## config.mk

```make
export PLATFORM = sky130hd
export DESIGN_NAME = sbps_sequencer
export DESIGN_NICKNAME = d
export VERILOG_FILES = /design/src/shared/sbps_pkg.sv /design/src/sbps_sequencer.sv
export SDC_FILE = /design/constraint.sdc
export NUM_CORES = 1
export LEC_CHECK = 0
export CAP_MARGIN = 40
export CORE_MARGIN = 5
export CORE_UTILIZATION = 40
export DETAILED_ROUTE_END_ITERATION = 10
export DONT_BUFFER_PORTS = 1
export GPL_TIMING_DRIVEN = 0
export HOLD_SLACK_MARGIN = 0.12
export PLACE_DENSITY_LB_ADDON = 0.1
export SETUP_SLACK_MARGIN = 0.15
export SLEW_MARGIN = 20
export SYNTH_ARGS = -nofsm -noshare
export SYNTH_HDL_FRONTEND = slang
export SYNTH_SLANG_ARGS = --single-unit
```

## constraint.sdc

```tcl
create_clock -name sys_clk -period 11.7 [get_ports sys_clk]
set_input_delay 1.755 -clock sys_clk [delete_from_list [all_inputs] [get_ports sys_clk]]
set_output_delay 1.755 -clock sys_clk [all_outputs]
set_load 0.05 [all_outputs]
```

## src/shared/sbps_pkg.sv

```systemverilog
// Constants, register map and bus carrier for the SCSI bus phase sequencer.
// Assumes a 200 MHz system clock; all timing counts are derived from it here.
package sbps_pkg;

  // Clock and bus timing, times in ns; least times round up to whole cycles
  localparam int unsigned CLK_NS          = 5;
  localparam int unsigned BUS_FREE_NS     = 800;
  localparam int unsigned BUS_FREE_CYC    = (BUS_FREE_NS + CLK_NS - 1) / CLK_NS;
  localparam int unsigned ARB_DELAY_NS    = 2400;
  localparam int unsigned ARB_CYC         = (ARB_DELAY_NS + CLK_NS - 1) / CLK_NS;
  localparam int unsigned SETTLE_NS       = 400;
  localparam int unsigned SETTLE_CYC      = (SETTLE_NS + CLK_NS - 1) / CLK_NS;
  localparam int unsigned REQ_PULSE_NS    = 40;
  localparam int unsigned REQ_PULSE_CYC   = (REQ_PULSE_NS + CLK_NS - 1) / CLK_NS;
  localparam int unsigned SEL_TIMEOUT_NS  = 250000000;
  localparam int unsigned SEL_TIMEOUT_CYC = (SEL_TIMEOUT_NS + CLK_NS - 1) / CLK_NS;
  localparam int unsigned TMR_W           = 26;
  localparam int unsigned CNT_W           = 24;
  localparam int unsigned SYNC_OFFSET     = 8;

  // Register byte addresses
  localparam logic [7:0] ADDR_MODE   = 8'h00;
  localparam logic [7:0] ADDR_CTRL   = 8'h04;
  localparam logic [7:0] ADDR_CMD1   = 8'h08;
  localparam logic [7:0] ADDR_CMD2   = 8'h0C;
  localparam logic [7:0] ADDR_IDS    = 8'h10;
  localparam logic [7:0] ADDR_CNTLO  = 8'h14;
  localparam logic [7:0] ADDR_CNTMID = 8'h18;
  localparam logic [7:0] ADDR_CNTHI  = 8'h1C;
  localparam logic [7:0] ADDR_STAT   = 8'h20;
  localparam logic [7:0] ADDR_RXDATA = 8'h24;

  // Reset values
  localparam logic [7:0] MODE_RST = 8'h00;
  localparam logic [7:0] CTRL_RST = 8'h00;
  localparam logic [7:0] CMD2_RST = 8'h00;
  localparam logic [7:0] IDS_RST  = 8'h00;

  // Field positions
  localparam int unsigned MODE_INIT   = 0;
  localparam int unsigned MODE_ARB    = 1;
  localparam int unsigned CTRL_ATN    = 0;
  localparam int unsigned CTRL_SELRSP = 1;
  localparam int unsigned CTRL_RESRSP = 2;
  localparam int unsigned CTRL_SYNC   = 3;
  localparam int unsigned CTRL_PARCHK = 4;
  localparam int unsigned CMD1_DISC   = 5;
  localparam int unsigned CMD1_SEL    = 6;
  localparam int unsigned CMD2_DIN    = 1;
  localparam int unsigned CMD2_CMD    = 2;
  localparam int unsigned CMD2_STAT   = 3;
  localparam int unsigned CMD2_MOUT   = 6;
  localparam int unsigned CMD2_MIN    = 7;
  localparam int unsigned IDS_OWN_LO  = 0;
  localparam int unsigned IDS_DST_LO  = 4;
  localparam int unsigned ST_DONE     = 0;
  localparam int unsigned ST_SELOK    = 1;
  localparam int unsigned ST_SELTMO   = 2;
  localparam int unsigned ST_PICKED   = 3;
  localparam int unsigned ST_ARBLOST  = 4;
  localparam int unsigned ST_BUSY     = 5;
  localparam int unsigned ST_CONN     = 6;
  localparam int unsigned ST_XFER     = 7;

  // Phase codes as {message, command/data, input/output}
  localparam logic [2:0] PH_DOUT = 3'h0;
  localparam logic [2:0] PH_DIN  = 3'h1;
  localparam logic [2:0] PH_CMD  = 3'h2;
  localparam logic [2:0] PH_STAT = 3'h3;
  localparam logic [2:0] PH_MOUT = 3'h6;
  localparam logic [2:0] PH_MIN  = 3'h7;

  // Bus lines, one bit each meaning asserted
  typedef struct packed {
    logic       rst;
    logic       bsy;
    logic       sel;
    logic       atn;
    logic       ack;
    logic       req;
    logic       msg;
    logic       cd;
    logic       io;
    logic       par;
    logic [7:0] data;
  } sbps_bus_t;

  localparam int unsigned BUS_W = $bits(sbps_bus_t);

  typedef enum logic [5:0] {
    S_IDLE  = 6'h01,
    S_WFREE = 6'h02,
    S_ARB   = 6'h04,
    S_SEL   = 6'h08,
    S_CONN  = 6'h10,
    S_XFER  = 6'h20
  } sbps_state_t;

endpackage

```

## src/sbps_sequencer.sv

```systemverilog
// SCSI bus phase sequencer: arbitration, (re)selection and target phases.
// Assumes an APB master on sys_clk and pin buffers that turn the oe/out
// pairs into open-collector, active-low bus wires.
//
// Added by the designer: the placing of the registers and the APB register port.
`timescale 1ns/1ps

module sbps_sequencer #(
  parameter int unsigned SEL_TIMEOUT_CYC = sbps_pkg::SEL_TIMEOUT_CYC
) (
  // Clock and reset
  input  wire logic                sys_clk,
  input  wire logic                rst_n,
  // APB slave
  input  wire logic [7:0]          paddr,
  input  wire logic                psel,
  input  wire logic                penable,
  input  wire logic                pwrite,
  input  wire logic [31:0]         pwdata,
  output logic      [31:0]         prdata,
  output logic                     pready,
  output logic                     pslverr,
  // SCSI bus lines
  input  wire sbps_pkg::sbps_bus_t busIn,
  output sbps_pkg::sbps_bus_t      busOut,
  output sbps_pkg::sbps_bus_t      busOe,
  // Byte stream on the user side
  input  wire logic [7:0]          txByte,
  output logic                     txTake,
  output logic      [7:0]          rxByte,
  output logic                     rxValid
);

  if (SEL_TIMEOUT_CYC >= (2 ** sbps_pkg::TMR_W) ||
      SEL_TIMEOUT_CYC <= 2 * sbps_pkg::SETTLE_CYC) begin : g_bad_timeout
    $error("SEL_TIMEOUT_CYC out of range for the timer");
  end

  localparam logic [sbps_pkg::TMR_W-1:0] T_FREE   = sbps_pkg::TMR_W'(sbps_pkg::BUS_FREE_CYC - 1);
  localparam logic [sbps_pkg::TMR_W-1:0] T_ARB    = sbps_pkg::TMR_W'(sbps_pkg::ARB_CYC - 1);
  localparam logic [sbps_pkg::TMR_W-1:0] T_SETTLE = sbps_pkg::TMR_W'(sbps_pkg::SETTLE_CYC);
  localparam logic [sbps_pkg::TMR_W-1:0] T_LOOK   = sbps_pkg::TMR_W'(2 * sbps_pkg::SETTLE_CYC);
  localparam logic [sbps_pkg::TMR_W-1:0] T_SELTMO = sbps_pkg::TMR_W'(SEL_TIMEOUT_CYC);
  localparam logic [sbps_pkg::TMR_W-1:0] T_PULSE  = sbps_pkg::TMR_W'(sbps_pkg::REQ_PULSE_CYC);
  localparam logic [sbps_pkg::CNT_W-1:0] C_OFFSET = sbps_pkg::CNT_W'(sbps_pkg::SYNC_OFFSET);

  // One-hot identifier bit from a 3-bit identifier
  function automatic logic [7:0] idBit(input logic [2:0] id);
    idBit = 8'h01 << id;
  endfunction

  // True when no more than two data bits are set
  function automatic logic fewIds(input logic [7:0] d);
    logic [3:0] n;
    n = 4'h0;
    for (int i = 0; i < 8; i++) begin
      n = n + {3'h0, d[i]};
    end
    fewIds = (n <= 4'h2);
  endfunction

  // Phase code from command register 2, message bits taking priority
  function automatic logic [2:0] phaseOf(input logic [7:0] c);
    if (c[sbps_pkg::CMD2_MIN])       phaseOf = sbps_pkg::PH_MIN;
    else if (c[sbps_pkg::CMD2_MOUT]) phaseOf = sbps_pkg::PH_MOUT;
    else if (c[sbps_pkg::CMD2_STAT]) phaseOf = sbps_pkg::PH_STAT;
    else if (c[sbps_pkg::CMD2_CMD])  phaseOf = sbps_pkg::PH_CMD;
    else if (c[sbps_pkg::CMD2_DIN])  phaseOf = sbps_pkg::PH_DIN;
    else                             phaseOf = sbps_pkg::PH_DOUT;
  endfunction

  // Pin synchroniser: three flops, a change counts once stages two and three agree
  logic [sbps_pkg::BUS_W-1:0] syncA_r;
  logic [sbps_pkg::BUS_W-1:0] syncB_r;
  logic [sbps_pkg::BUS_W-1:0] syncC_r;
  logic [sbps_pkg::BUS_W-1:0] busF_r;
  logic                       ackPrev_r;
  sbps_pkg::sbps_bus_t        bf;

  always_ff @(posedge sys_clk or negedge rst_n) begin
    if (!rst_n) begin
      syncA_r   <= '0;
      syncB_r   <= '0;
      syncC_r   <= '0;
      busF_r    <= '0;
      ackPrev_r <= 1'b0;
    end else begin
      syncA_r   <= busIn;
      syncB_r   <= syncA_r;
      syncC_r   <= syncB_r;
      busF_r    <= (syncB_r & syncC_r) | (busF_r & (syncB_r ^ syncC_r));
      ackPrev_r <= bf.ack;
    end
  end
  assign bf = sbps_pkg::sbps_bus_t'(busF_r);

  // APB decode; every access takes one wait state so outputs stay registered
  logic [7:0] modeR_r, ctrlR_r, cmd2R_r, idsR_r;
  logic [sbps_pkg::CNT_W-1:0] cnt_r, cnt_nxt, reqLeft_r, reqLeft_nxt;
  logic [7:0] rxByte_r;
  logic doneF_r, selOkF_r, selTmoF_r, pickedF_r, arbLostF_r;
  logic pready_r, pslverr_r;
  logic [31:0] prdata_r;
  sbps_pkg::sbps_state_t state_r, state_nxt;

  wire       apbAcc   = psel & penable;
  wire       apbFirst = apbAcc & ~pready_r;
  wire       wrEn     = apbAcc & pready_r & pwrite;
  wire [7:0] wb       = pwdata[7:0];
  wire hitMode   = (paddr == sbps_pkg::ADDR_MODE);
  wire hitCtrl   = (paddr == sbps_pkg::ADDR_CTRL);
  wire hitCmd1   = (paddr == sbps_pkg::ADDR_CMD1);
  wire hitCmd2   = (paddr == sbps_pkg::ADDR_CMD2);
  wire hitIds    = (paddr == sbps_pkg::ADDR_IDS);
  wire hitCntLo  = (paddr == sbps_pkg::ADDR_CNTLO);
  wire hitCntMid = (paddr == sbps_pkg::ADDR_CNTMID);
  wire hitCntHi  = (paddr == sbps_pkg::ADDR_CNTHI);
  wire hitStat   = (paddr == sbps_pkg::ADDR_STAT);
  wire hitRx     = (paddr == sbps_pkg::ADDR_RXDATA);
  wire mapped    = hitMode | hitCtrl | hitCmd1 | hitCmd2 | hitIds | hitCntLo |
                   hitCntMid | hitCntHi | hitStat | hitRx;
  wire selCmd    = wrEn & hitCmd1 & wb[sbps_pkg::CMD1_SEL];
  wire discCmd   = wrEn & hitCmd1 & wb[sbps_pkg::CMD1_DISC];
  wire startCmd  = wrEn & hitCntLo;
  wire stClr     = wrEn & hitStat;

  wire [7:0] statByte = {state_r == sbps_pkg::S_XFER, state_r == sbps_pkg::S_CONN,
                         state_r != sbps_pkg::S_IDLE, arbLostF_r, pickedF_r,
                         selTmoF_r, selOkF_r, doneF_r};
  wire [7:0] rdByte = hitMode   ? modeR_r :
                      hitCtrl   ? ctrlR_r :
                      hitCmd2   ? cmd2R_r :
                      hitIds    ? idsR_r :
                      hitCntLo  ? cnt_r[7:0] :
                      hitCntMid ? cnt_r[15:8] :
                      hitCntHi  ? cnt_r[23:16] :
                      hitStat   ? statByte :
                      hitRx     ? rxByte_r : 8'h00;

  // Bus answer registers
  always_ff @(posedge sys_clk or negedge rst_n) begin
    if (!rst_n) begin
      pready_r  <= 1'b0;
      pslverr_r <= 1'b0;
      prdata_r  <= 32'h00000000;
    end else begin
      pready_r  <= apbFirst;
      pslverr_r <= apbFirst & ~mapped;
      prdata_r  <= (apbFirst & ~pwrite) ? {24'h000000, rdByte} : 32'h00000000;
    end
  end

  // Configuration registers
  always_ff @(posedge sys_clk or negedge rst_n) begin
    if (!rst_n) begin
      modeR_r <= sbps_pkg::MODE_RST;
      ctrlR_r <= sbps_pkg::CTRL_RST;
      cmd2R_r <= sbps_pkg::CMD2_RST;
      idsR_r  <= sbps_pkg::IDS_RST;
    end else begin
      if (wrEn & hitMode) modeR_r <= wb;
      if (wrEn & hitCtrl) ctrlR_r <= wb;
      if (wrEn & hitCmd2) cmd2R_r <= wb;
      if (wrEn & hitIds)  idsR_r  <= wb;
    end
  end

  // Mode and identifier decode
  wire       initMode = modeR_r[sbps_pkg::MODE_INIT];
  wire       arbEn    = modeR_r[sbps_pkg::MODE_ARB];
  wire [7:0] ownId    = idBit(idsR_r[sbps_pkg::IDS_OWN_LO +: 3]);
  wire [7:0] dstId    = idBit(idsR_r[sbps_pkg::IDS_DST_LO +: 3]);
  wire [7:0] higher   = ~(ownId | (ownId - 8'h01));
  wire       busFree  = ~bf.bsy & ~bf.sel;
  wire       arbLost  = |(bf.data & higher) | bf.sel;
  wire       parityOk = ^{bf.data, bf.par};
  wire       rspEn    = bf.io ? ctrlR_r[sbps_pkg::CTRL_RESRSP]
                              : ctrlR_r[sbps_pkg::CTRL_SELRSP];
  wire       picked   = bf.sel & ~bf.bsy & |(bf.data & ownId) & fewIds(bf.data) &
                        (~ctrlR_r[sbps_pkg::CTRL_PARCHK] | parityOk) & rspEn;

  // Transfer state
  logic [sbps_pkg::TMR_W-1:0] tmr_r, tmr_nxt;
  logic [2:0] phase_r;
  logic       phaseOn_r, reqOut_r, reqOut_nxt;
  logic [7:0] txHold_r;
  logic       txTake_r, rxValid_r;

  wire inXfer   = (state_r == sbps_pkg::S_XFER);
  wire syncMode = ctrlR_r[sbps_pkg::CTRL_SYNC] & (phase_r[2:1] == 2'b00);
  wire ackRise  = bf.ack & ~ackPrev_r;
  wire [sbps_pkg::CNT_W-1:0] inFlight = cnt_r - reqLeft_r;
  wire issue    = inXfer & ~reqOut_r & (reqLeft_r != '0) &
                  (syncMode ? (inFlight < C_OFFSET) : ~bf.ack);
  wire byteDone = inXfer & (syncMode ? ackRise : (reqOut_r & bf.ack));
  wire xferEnd  = inXfer & (cnt_r == '0) & ~reqOut_r & ~bf.ack;
  wire [sbps_pkg::CNT_W-1:0] loadCnt = {cnt_r[23:8], wb};

  // Main sequencer
  always_comb begin
    state_nxt = state_r;
    tmr_nxt   = tmr_r + 1'b1;
    unique case (state_r)
      sbps_pkg::S_IDLE: begin
        tmr_nxt = '0;
        if (selCmd) state_nxt = sbps_pkg::S_WFREE;
        else if (picked) state_nxt = sbps_pkg::S_CONN;
      end
      sbps_pkg::S_WFREE: begin
        if (!busFree) tmr_nxt = '0;
        if (picked) begin
          state_nxt = sbps_pkg::S_CONN;
        end else if (busFree && tmr_r >= T_FREE) begin
          state_nxt = arbEn ? sbps_pkg::S_ARB : sbps_pkg::S_SEL;
          tmr_nxt   = '0;
        end
      end
      sbps_pkg::S_ARB: begin
        if (tmr_r >= T_ARB) begin
          state_nxt = arbLost ? sbps_pkg::S_WFREE : sbps_pkg::S_SEL;
          tmr_nxt   = '0;
        end
      end
      sbps_pkg::S_SEL: begin
        if (tmr_r >= T_LOOK && bf.bsy) state_nxt = sbps_pkg::S_CONN;
        else if (tmr_r >= T_SELTMO) state_nxt = sbps_pkg::S_IDLE;
      end
      sbps_pkg::S_CONN: begin
        tmr_nxt = '0;
        if (discCmd) state_nxt = sbps_pkg::S_IDLE;
        else if (startCmd && !initMode) state_nxt = sbps_pkg::S_XFER;
        else if (initMode && !bf.bsy && !busOe.bsy) state_nxt = sbps_pkg::S_IDLE;
      end
      sbps_pkg::S_XFER: begin
        if (issue || !reqOut_r) tmr_nxt = '0;
        if (discCmd) state_nxt = sbps_pkg::S_IDLE;
        else if (xferEnd && !startCmd) state_nxt = sbps_pkg::S_CONN;
      end
    endcase
  end

  // Request line and counters
  always_comb begin
    reqOut_nxt  = reqOut_r;
    cnt_nxt     = cnt_r;
    reqLeft_nxt = reqLeft_r;
    if (!inXfer) reqOut_nxt = 1'b0;
    else if (issue) reqOut_nxt = 1'b1;
    else if (syncMode ? (tmr_r >= T_PULSE - 1'b1) : bf.ack) reqOut_nxt = 1'b0;
    if (issue) reqLeft_nxt = reqLeft_r - 1'b1;
    if (byteDone && cnt_r != '0) cnt_nxt = cnt_r - 1'b1;
    if (wrEn & hitCntMid) cnt_nxt = {cnt_r[23:16], wb, cnt_r[7:0]};
    if (wrEn & hitCntHi)  cnt_nxt = {wb, cnt_r[15:0]};
    if (startCmd) begin
      cnt_nxt     = loadCnt;
      reqLeft_nxt = loadCnt;
      reqOut_nxt  = 1'b0;
    end
  end

  // State, counters, phase latch and byte path
  always_ff @(posedge sys_clk or negedge rst_n) begin
    if (!rst_n) begin
      state_r   <= sbps_pkg::S_IDLE;
      tmr_r     <= '0;
      cnt_r     <= '0;
      reqLeft_r <= '0;
      reqOut_r  <= 1'b0;
      phase_r   <= sbps_pkg::PH_DOUT;
      phaseOn_r <= 1'b0;
      txHold_r  <= 8'h00;
      txTake_r  <= 1'b0;
      rxByte_r  <= 8'h00;
      rxValid_r <= 1'b0;
    end else begin
      state_r   <= state_nxt;
      tmr_r     <= tmr_nxt;
      cnt_r     <= cnt_nxt;
      reqLeft_r <= reqLeft_nxt;
      reqOut_r  <= reqOut_nxt;
      if (startCmd && (state_r == sbps_pkg::S_CONN || inXfer) && !initMode) begin
        phase_r   <= phaseOf(cmd2R_r);
        phaseOn_r <= 1'b1;
      end else if (state_nxt == sbps_pkg::S_IDLE) begin
        phaseOn_r <= 1'b0;
      end
      if (issue) txHold_r <= txByte;
      txTake_r  <= issue & phase_r[0];
      if (byteDone && !phase_r[0]) rxByte_r <= bf.data;
      rxValid_r <= byteDone & ~phase_r[0];
    end
  end

  // Sticky status flags; a set in the clearing cycle wins
  wire selOkSet  = (state_r == sbps_pkg::S_SEL) & (state_nxt == sbps_pkg::S_CONN);
  wire selTmoSet = (state_r == sbps_pkg::S_SEL) & (state_nxt == sbps_pkg::S_IDLE);
  wire pickedSet = (state_r != sbps_pkg::S_SEL) & (state_r != sbps_pkg::S_CONN) &
                   (state_nxt == sbps_pkg::S_CONN);
  wire lostSet   = (state_r == sbps_pkg::S_ARB) & (state_nxt == sbps_pkg::S_WFREE);
  wire doneSet   = xferEnd & (state_nxt == sbps_pkg::S_CONN);

  always_ff @(posedge sys_clk or negedge rst_n) begin
    if (!rst_n) begin
      doneF_r    <= 1'b0;
      selOkF_r   <= 1'b0;
      selTmoF_r  <= 1'b0;
      pickedF_r  <= 1'b0;
      arbLostF_r <= 1'b0;
    end else begin
      doneF_r    <= doneSet   | (doneF_r    & ~(stClr & wb[sbps_pkg::ST_DONE]));
      selOkF_r   <= selOkSet  | (selOkF_r   & ~(stClr & wb[sbps_pkg::ST_SELOK]));
      selTmoF_r  <= selTmoSet | (selTmoF_r  & ~(stClr & wb[sbps_pkg::ST_SELTMO]));
      pickedF_r  <= pickedSet | (pickedF_r  & ~(stClr & wb[sbps_pkg::ST_PICKED]));
      arbLostF_r <= lostSet   | (arbLostF_r & ~(stClr & wb[sbps_pkg::ST_ARBLOST]));
    end
  end

  // Line drive; open-collector lines are driven only while asserted, except data and parity while a transfer sends bytes
  sbps_pkg::sbps_bus_t drv, outNxt, oeNxt, busOut_r, busOe_r;
  logic [7:0] dataNxt;
  logic       dataAll;

  always_comb begin
    drv     = '0;
    dataNxt = 8'h00;
    dataAll = 1'b0;
    unique case (state_r)
      sbps_pkg::S_IDLE, sbps_pkg::S_WFREE: begin
      end
      sbps_pkg::S_ARB: begin
        drv.bsy = 1'b1;
        dataNxt = ownId;
      end
      sbps_pkg::S_SEL: begin
        drv.sel = 1'b1;
        drv.bsy = arbEn & (tmr_r < T_SETTLE);
        drv.io  = initMode;
        drv.atn = initMode & ctrlR_r[sbps_pkg::CTRL_ATN];
        dataNxt = ownId | dstId;
      end
      sbps_pkg::S_CONN, sbps_pkg::S_XFER: begin
        drv.bsy = ~initMode | bf.sel;
        drv.msg = phaseOn_r & phase_r[2];
        drv.cd  = phaseOn_r & phase_r[1];
        drv.io  = phaseOn_r & phase_r[0];
        drv.req = reqOut_r;
        if (inXfer && phase_r[0]) begin
          dataNxt = txHold_r;
          dataAll = 1'b1;
        end
      end
    endcase
    outNxt      = drv;
    oeNxt       = drv;
    outNxt.data = dataNxt;
    oeNxt.data  = dataAll ? 8'hFF : dataNxt;
    outNxt.par  = (state_r != sbps_pkg::S_ARB) & ~^dataNxt;
    oeNxt.par   = (state_r != sbps_pkg::S_ARB) & (dataAll | outNxt.par);
  end

  // Output registers
  always_ff @(posedge sys_clk or negedge rst_n) begin
    if (!rst_n) begin
      busOut_r <= '0;
      busOe_r  <= '0;
    end else begin
      busOut_r <= outNxt;
      busOe_r  <= oeNxt;
    end
  end

  assign busOut  = busOut_r;
  assign busOe   = busOe_r;
  assign prdata  = prdata_r;
  assign pready  = pready_r;
  assign pslverr = pslverr_r;
  assign txTake  = txTake_r;
  assign rxByte  = rxByte_r;
  assign rxValid = rxValid_r;

endmodule

```

==> results.cfg <==
[outcome]
status = finished, final reports clean

[power]
p_clk_frac = 0.468
cellLeakagePower_nw = 6.40
p_sw_frac = 0.231
power_switching_mw = 0.401
power.density_nw_per_um2 = 122
vdd.ir_drop.worst_v = 0.000122
power.internal_mw = 1.34
combPwrFrac = 0.058
seq_power_share = 0.474

[logic_synthesis]
async_reset_ff_frac = 1.00
synth.area.top_cells = dfrtp_1 (44%), mux2_2 (4.5%), ha_1 (4.2%)
synthesis.area_sq_um = 12800
synth-seq-cells = 228
ys_types = 78
synth_top_area_frac = 0.444
syn_inst = 1358
synth_edf_count = 0
yosysSeqAreaShare = 0.446
synth_top_area_cell = dfrtp_1
ys.flop_type = dfrtp_1
synth.avg_cell_area_sq_um = 9.42
yosysWarnings = 0

[route]
routed_wl_mm = 37.3
firstDrtPassIters = 6
viasPerCell = 5.76
final_antenna_net_count = 0
drc = 0
vias = 10600
post_drt_wl_per_cell_um = 20.3
drtIter0Drc = 811

[timing]
setup_viol = 0
fmax_ghz = 0.197
final.setup.tns_ns = 0
min_period_over_period = 0.433
layout_setup_ws_ns = 6.63
rsz0062_at_grt = no
drv_slew = 0
worstMarginPinSlew_ns = 0.827
relSlewSlack = 0.449
fin_skew_ns = 0.0148
period_needed_ns = 5.07
finalHoldViolations = 0

[flow_run]
drv_cap = 0

[placement]
place_congestion = 0.876
io_buffers = 0
dp_slack_ns = 6.64
dp_hpwl_mm = 27.8

[layout]
drive_gt1_frac = 0.109
nNetsFinal = 1539
syn_to_final_growth_pct = 11.8
ff_latch_area_sq_um = 5710
fillers = 3090
diodes = 0
multi_input_area_sq_um = 6460

[setup_path]
rrSetupSlack_ns = 6.63
start_kind = register
critPathCaptureType = register
r2r_end = phaseOn_r
crit_start = bf[3]
rr_startpoint = bf[3]
cp.arrival_ns = 5.47
worstSetupPathType = register to register
cp_data_required_time_ns = 12.10
cp_max_fo = 7
ff2ff_path_depth = 17

[clocking]
numCtsBuffers = 25
worstSkewPairLatency_ns = 0.52
clock_sinks = 228
path_clk_slew_ns = 0.06
cts_resized = 0
post_cts_buffers = 0
cts_root_buffer = clkbuf_16
cts_max_path_buffers = 3
ctsHoldBuffers = 0
cts_tree = done
cts_max_level = 1

[floorplanning]
start_util = 0.405
dieArea_sq_um = 35700
rows = 65
design.core.area_sq_um = 31600
die_w_um = 189
fp.dieH_um = 189
top_level_ports = 151

[hold_path]
min_delay_path_depth = 0
hold_end = syncB_r[8]
min_from = syncA_r[8]
hold_class = register to register

[grt]
track_usage = 0.206
antenna_found_initial = 0
grt_max_degree = 229
grt_pass1_wl_mm = 59.0
grt_overflow = 0
grt_pass1_vias = 10100
==> synth_stat cells, types with 11 or more instances <==
cell type  instances
o31ai_1           13
nand4_1           26
nand2_1           97
xnor2_1           31
a31oi_1           38
buf_4             35
or3_1             25
ha_1              43
nor2b_1           16
dfrtp_1          227
and3_1            13
mux2_2            51
a21o_1            27
or4_1             12
nor3_1            37
xor2_1            27
clkbuf_1          50
o21ai_0           82
nand3_1           47
nand2b_1          11
nor2_1           142
inv_1             65
nor4_1            18
a21oi_1           59
==> per-stage QoR <==
step | cells | util | hold slack, ns | power, mW | instance area (sq um)
6_report | 1840 | 0.453 | 0.348 | 1.74 | 14300
5_1_grt | 1840 | 0.453 | 0.353 | 1.80 | 14300
4_1_cts | 1839 | 0.453 | 0.351 | 1.76 | 14300
3_5_place_dp | 1795 | 0.426 | 0.336 | 0.940 | 13400
3_3_place_gp | 1787 | 0.425 | 0.331 | 0.938 | 13400
2_1_floorplan | 1385 | - | 0.331 | 0.920 | 12900
==> area by class of cell <==
cell class,instances,share of cell area
clock inverters,11,0.00989
well taps,402,0.0352
plain buffers,91,0.0340
flip-flops and latches,228,0.399
multi-input cells,1001,0.452
clock buffers,33,0.0494
inverters,65,0.0171
repair buffers,9,0.00350
==> cells in the final DEF (no fill, tap or decap), drive strengths merged, types with 5 or more instances in the layout <==
cell and count:
conb 28, nand2b 11, mux2 51, xor2 27
a222oi 6, and2 10, a22oi 9, a211oi 7
nand3 47, buf 50, or3 25, and4 7
dfrtp 227, clkbuf 83, xnor2 31, o21a 8
ha 43, nand4 27, a21o 27, a2111oi 5
and3 14, a31oi 38, or4 13, nor2 143
a21oi 59, o31ai 13, nand4b 5, nor4 18
nor3 38, nor2b 16, o21ai 82, o211ai 9
a221oi 7, mux2i 10, nand2 97, clkinv 5
inv 65, o22ai 8
==> cell families (layout without fill, tap and decap cells) <==
| group | Yosys count | count (layout) | share of synthesized area |
|---|---|---|---|
| adders and majority gates | 47 | 47 | 0.0483 |
| AOI/OAI and AO/OA | 323 | 323 | 0.166 |
| buffers and inverters | 156 | 209 | 0.0570 |
| and+or+nand+nor | 484 | 484 | 0.190 |
| other | 1 | 28 | 0.000293 |
| DFF | 228 | 228 | 0.446 |
| xor gates and xnor gates | 58 | 58 | 0.0397 |
| muxes | 61 | 61 | 0.0527 |
==> flip-flops by register name, summed over array words and instances (netlist names), 13 cells and up <==
register	cells
syncC_r	13
cnt_r	24
tmr_r	26
syncB_r	13
syncA_r	13
reqLeft_r	24
busOe	16
bf	13
==> how the worst max path moves through the flow <==
stage	end	slack, ns
after floorplan	phaseOn_r	6.82
after global placement	phaseOn_r	6.26
after detailed placement	phaseOn_r	6.64
after CTS	phaseOn_r	6.61
after global routing	phaseOn_r	6.36
final	phaseOn_r	6.63
==> metal layers <==
layer,track usage,wire [um]
met1,0.315,18300
met2,0.313,16200
met3,0.0276,2110
met4,0.0454,784
met5,0,0
==> power by group through the flow <==
stage                     Clock (mW)  Sequential [mW]  Combinational [mW]
after floorplan                    0            0.832              0.0888
after global placement             0            0.838               0.100
after detailed placement           0            0.838               0.102
after CTS                      0.831            0.824               0.102
after global routing           0.861            0.826               0.114
final                          0.813            0.823               0.102
==> critical path: stages (launching register included) <==
cell       delay, ns
dfrtp_1         0.49
fa_1            0.52
inv_1           0.05
fa_1            0.49
fa_1            0.41
inv_1           0.06
ha_1            0.16
inv_1           0.06
fa_1            0.46
nand2b_1        0.09
nand4b_1        0.09
a2111oi_0       0.40
buf_1           0.22
a21oi_1         0.11
a211o_1         0.25
a32o_1          0.22
or4b_1          0.56
o32a_1          0.31
(Power assumes the default switching activity.)
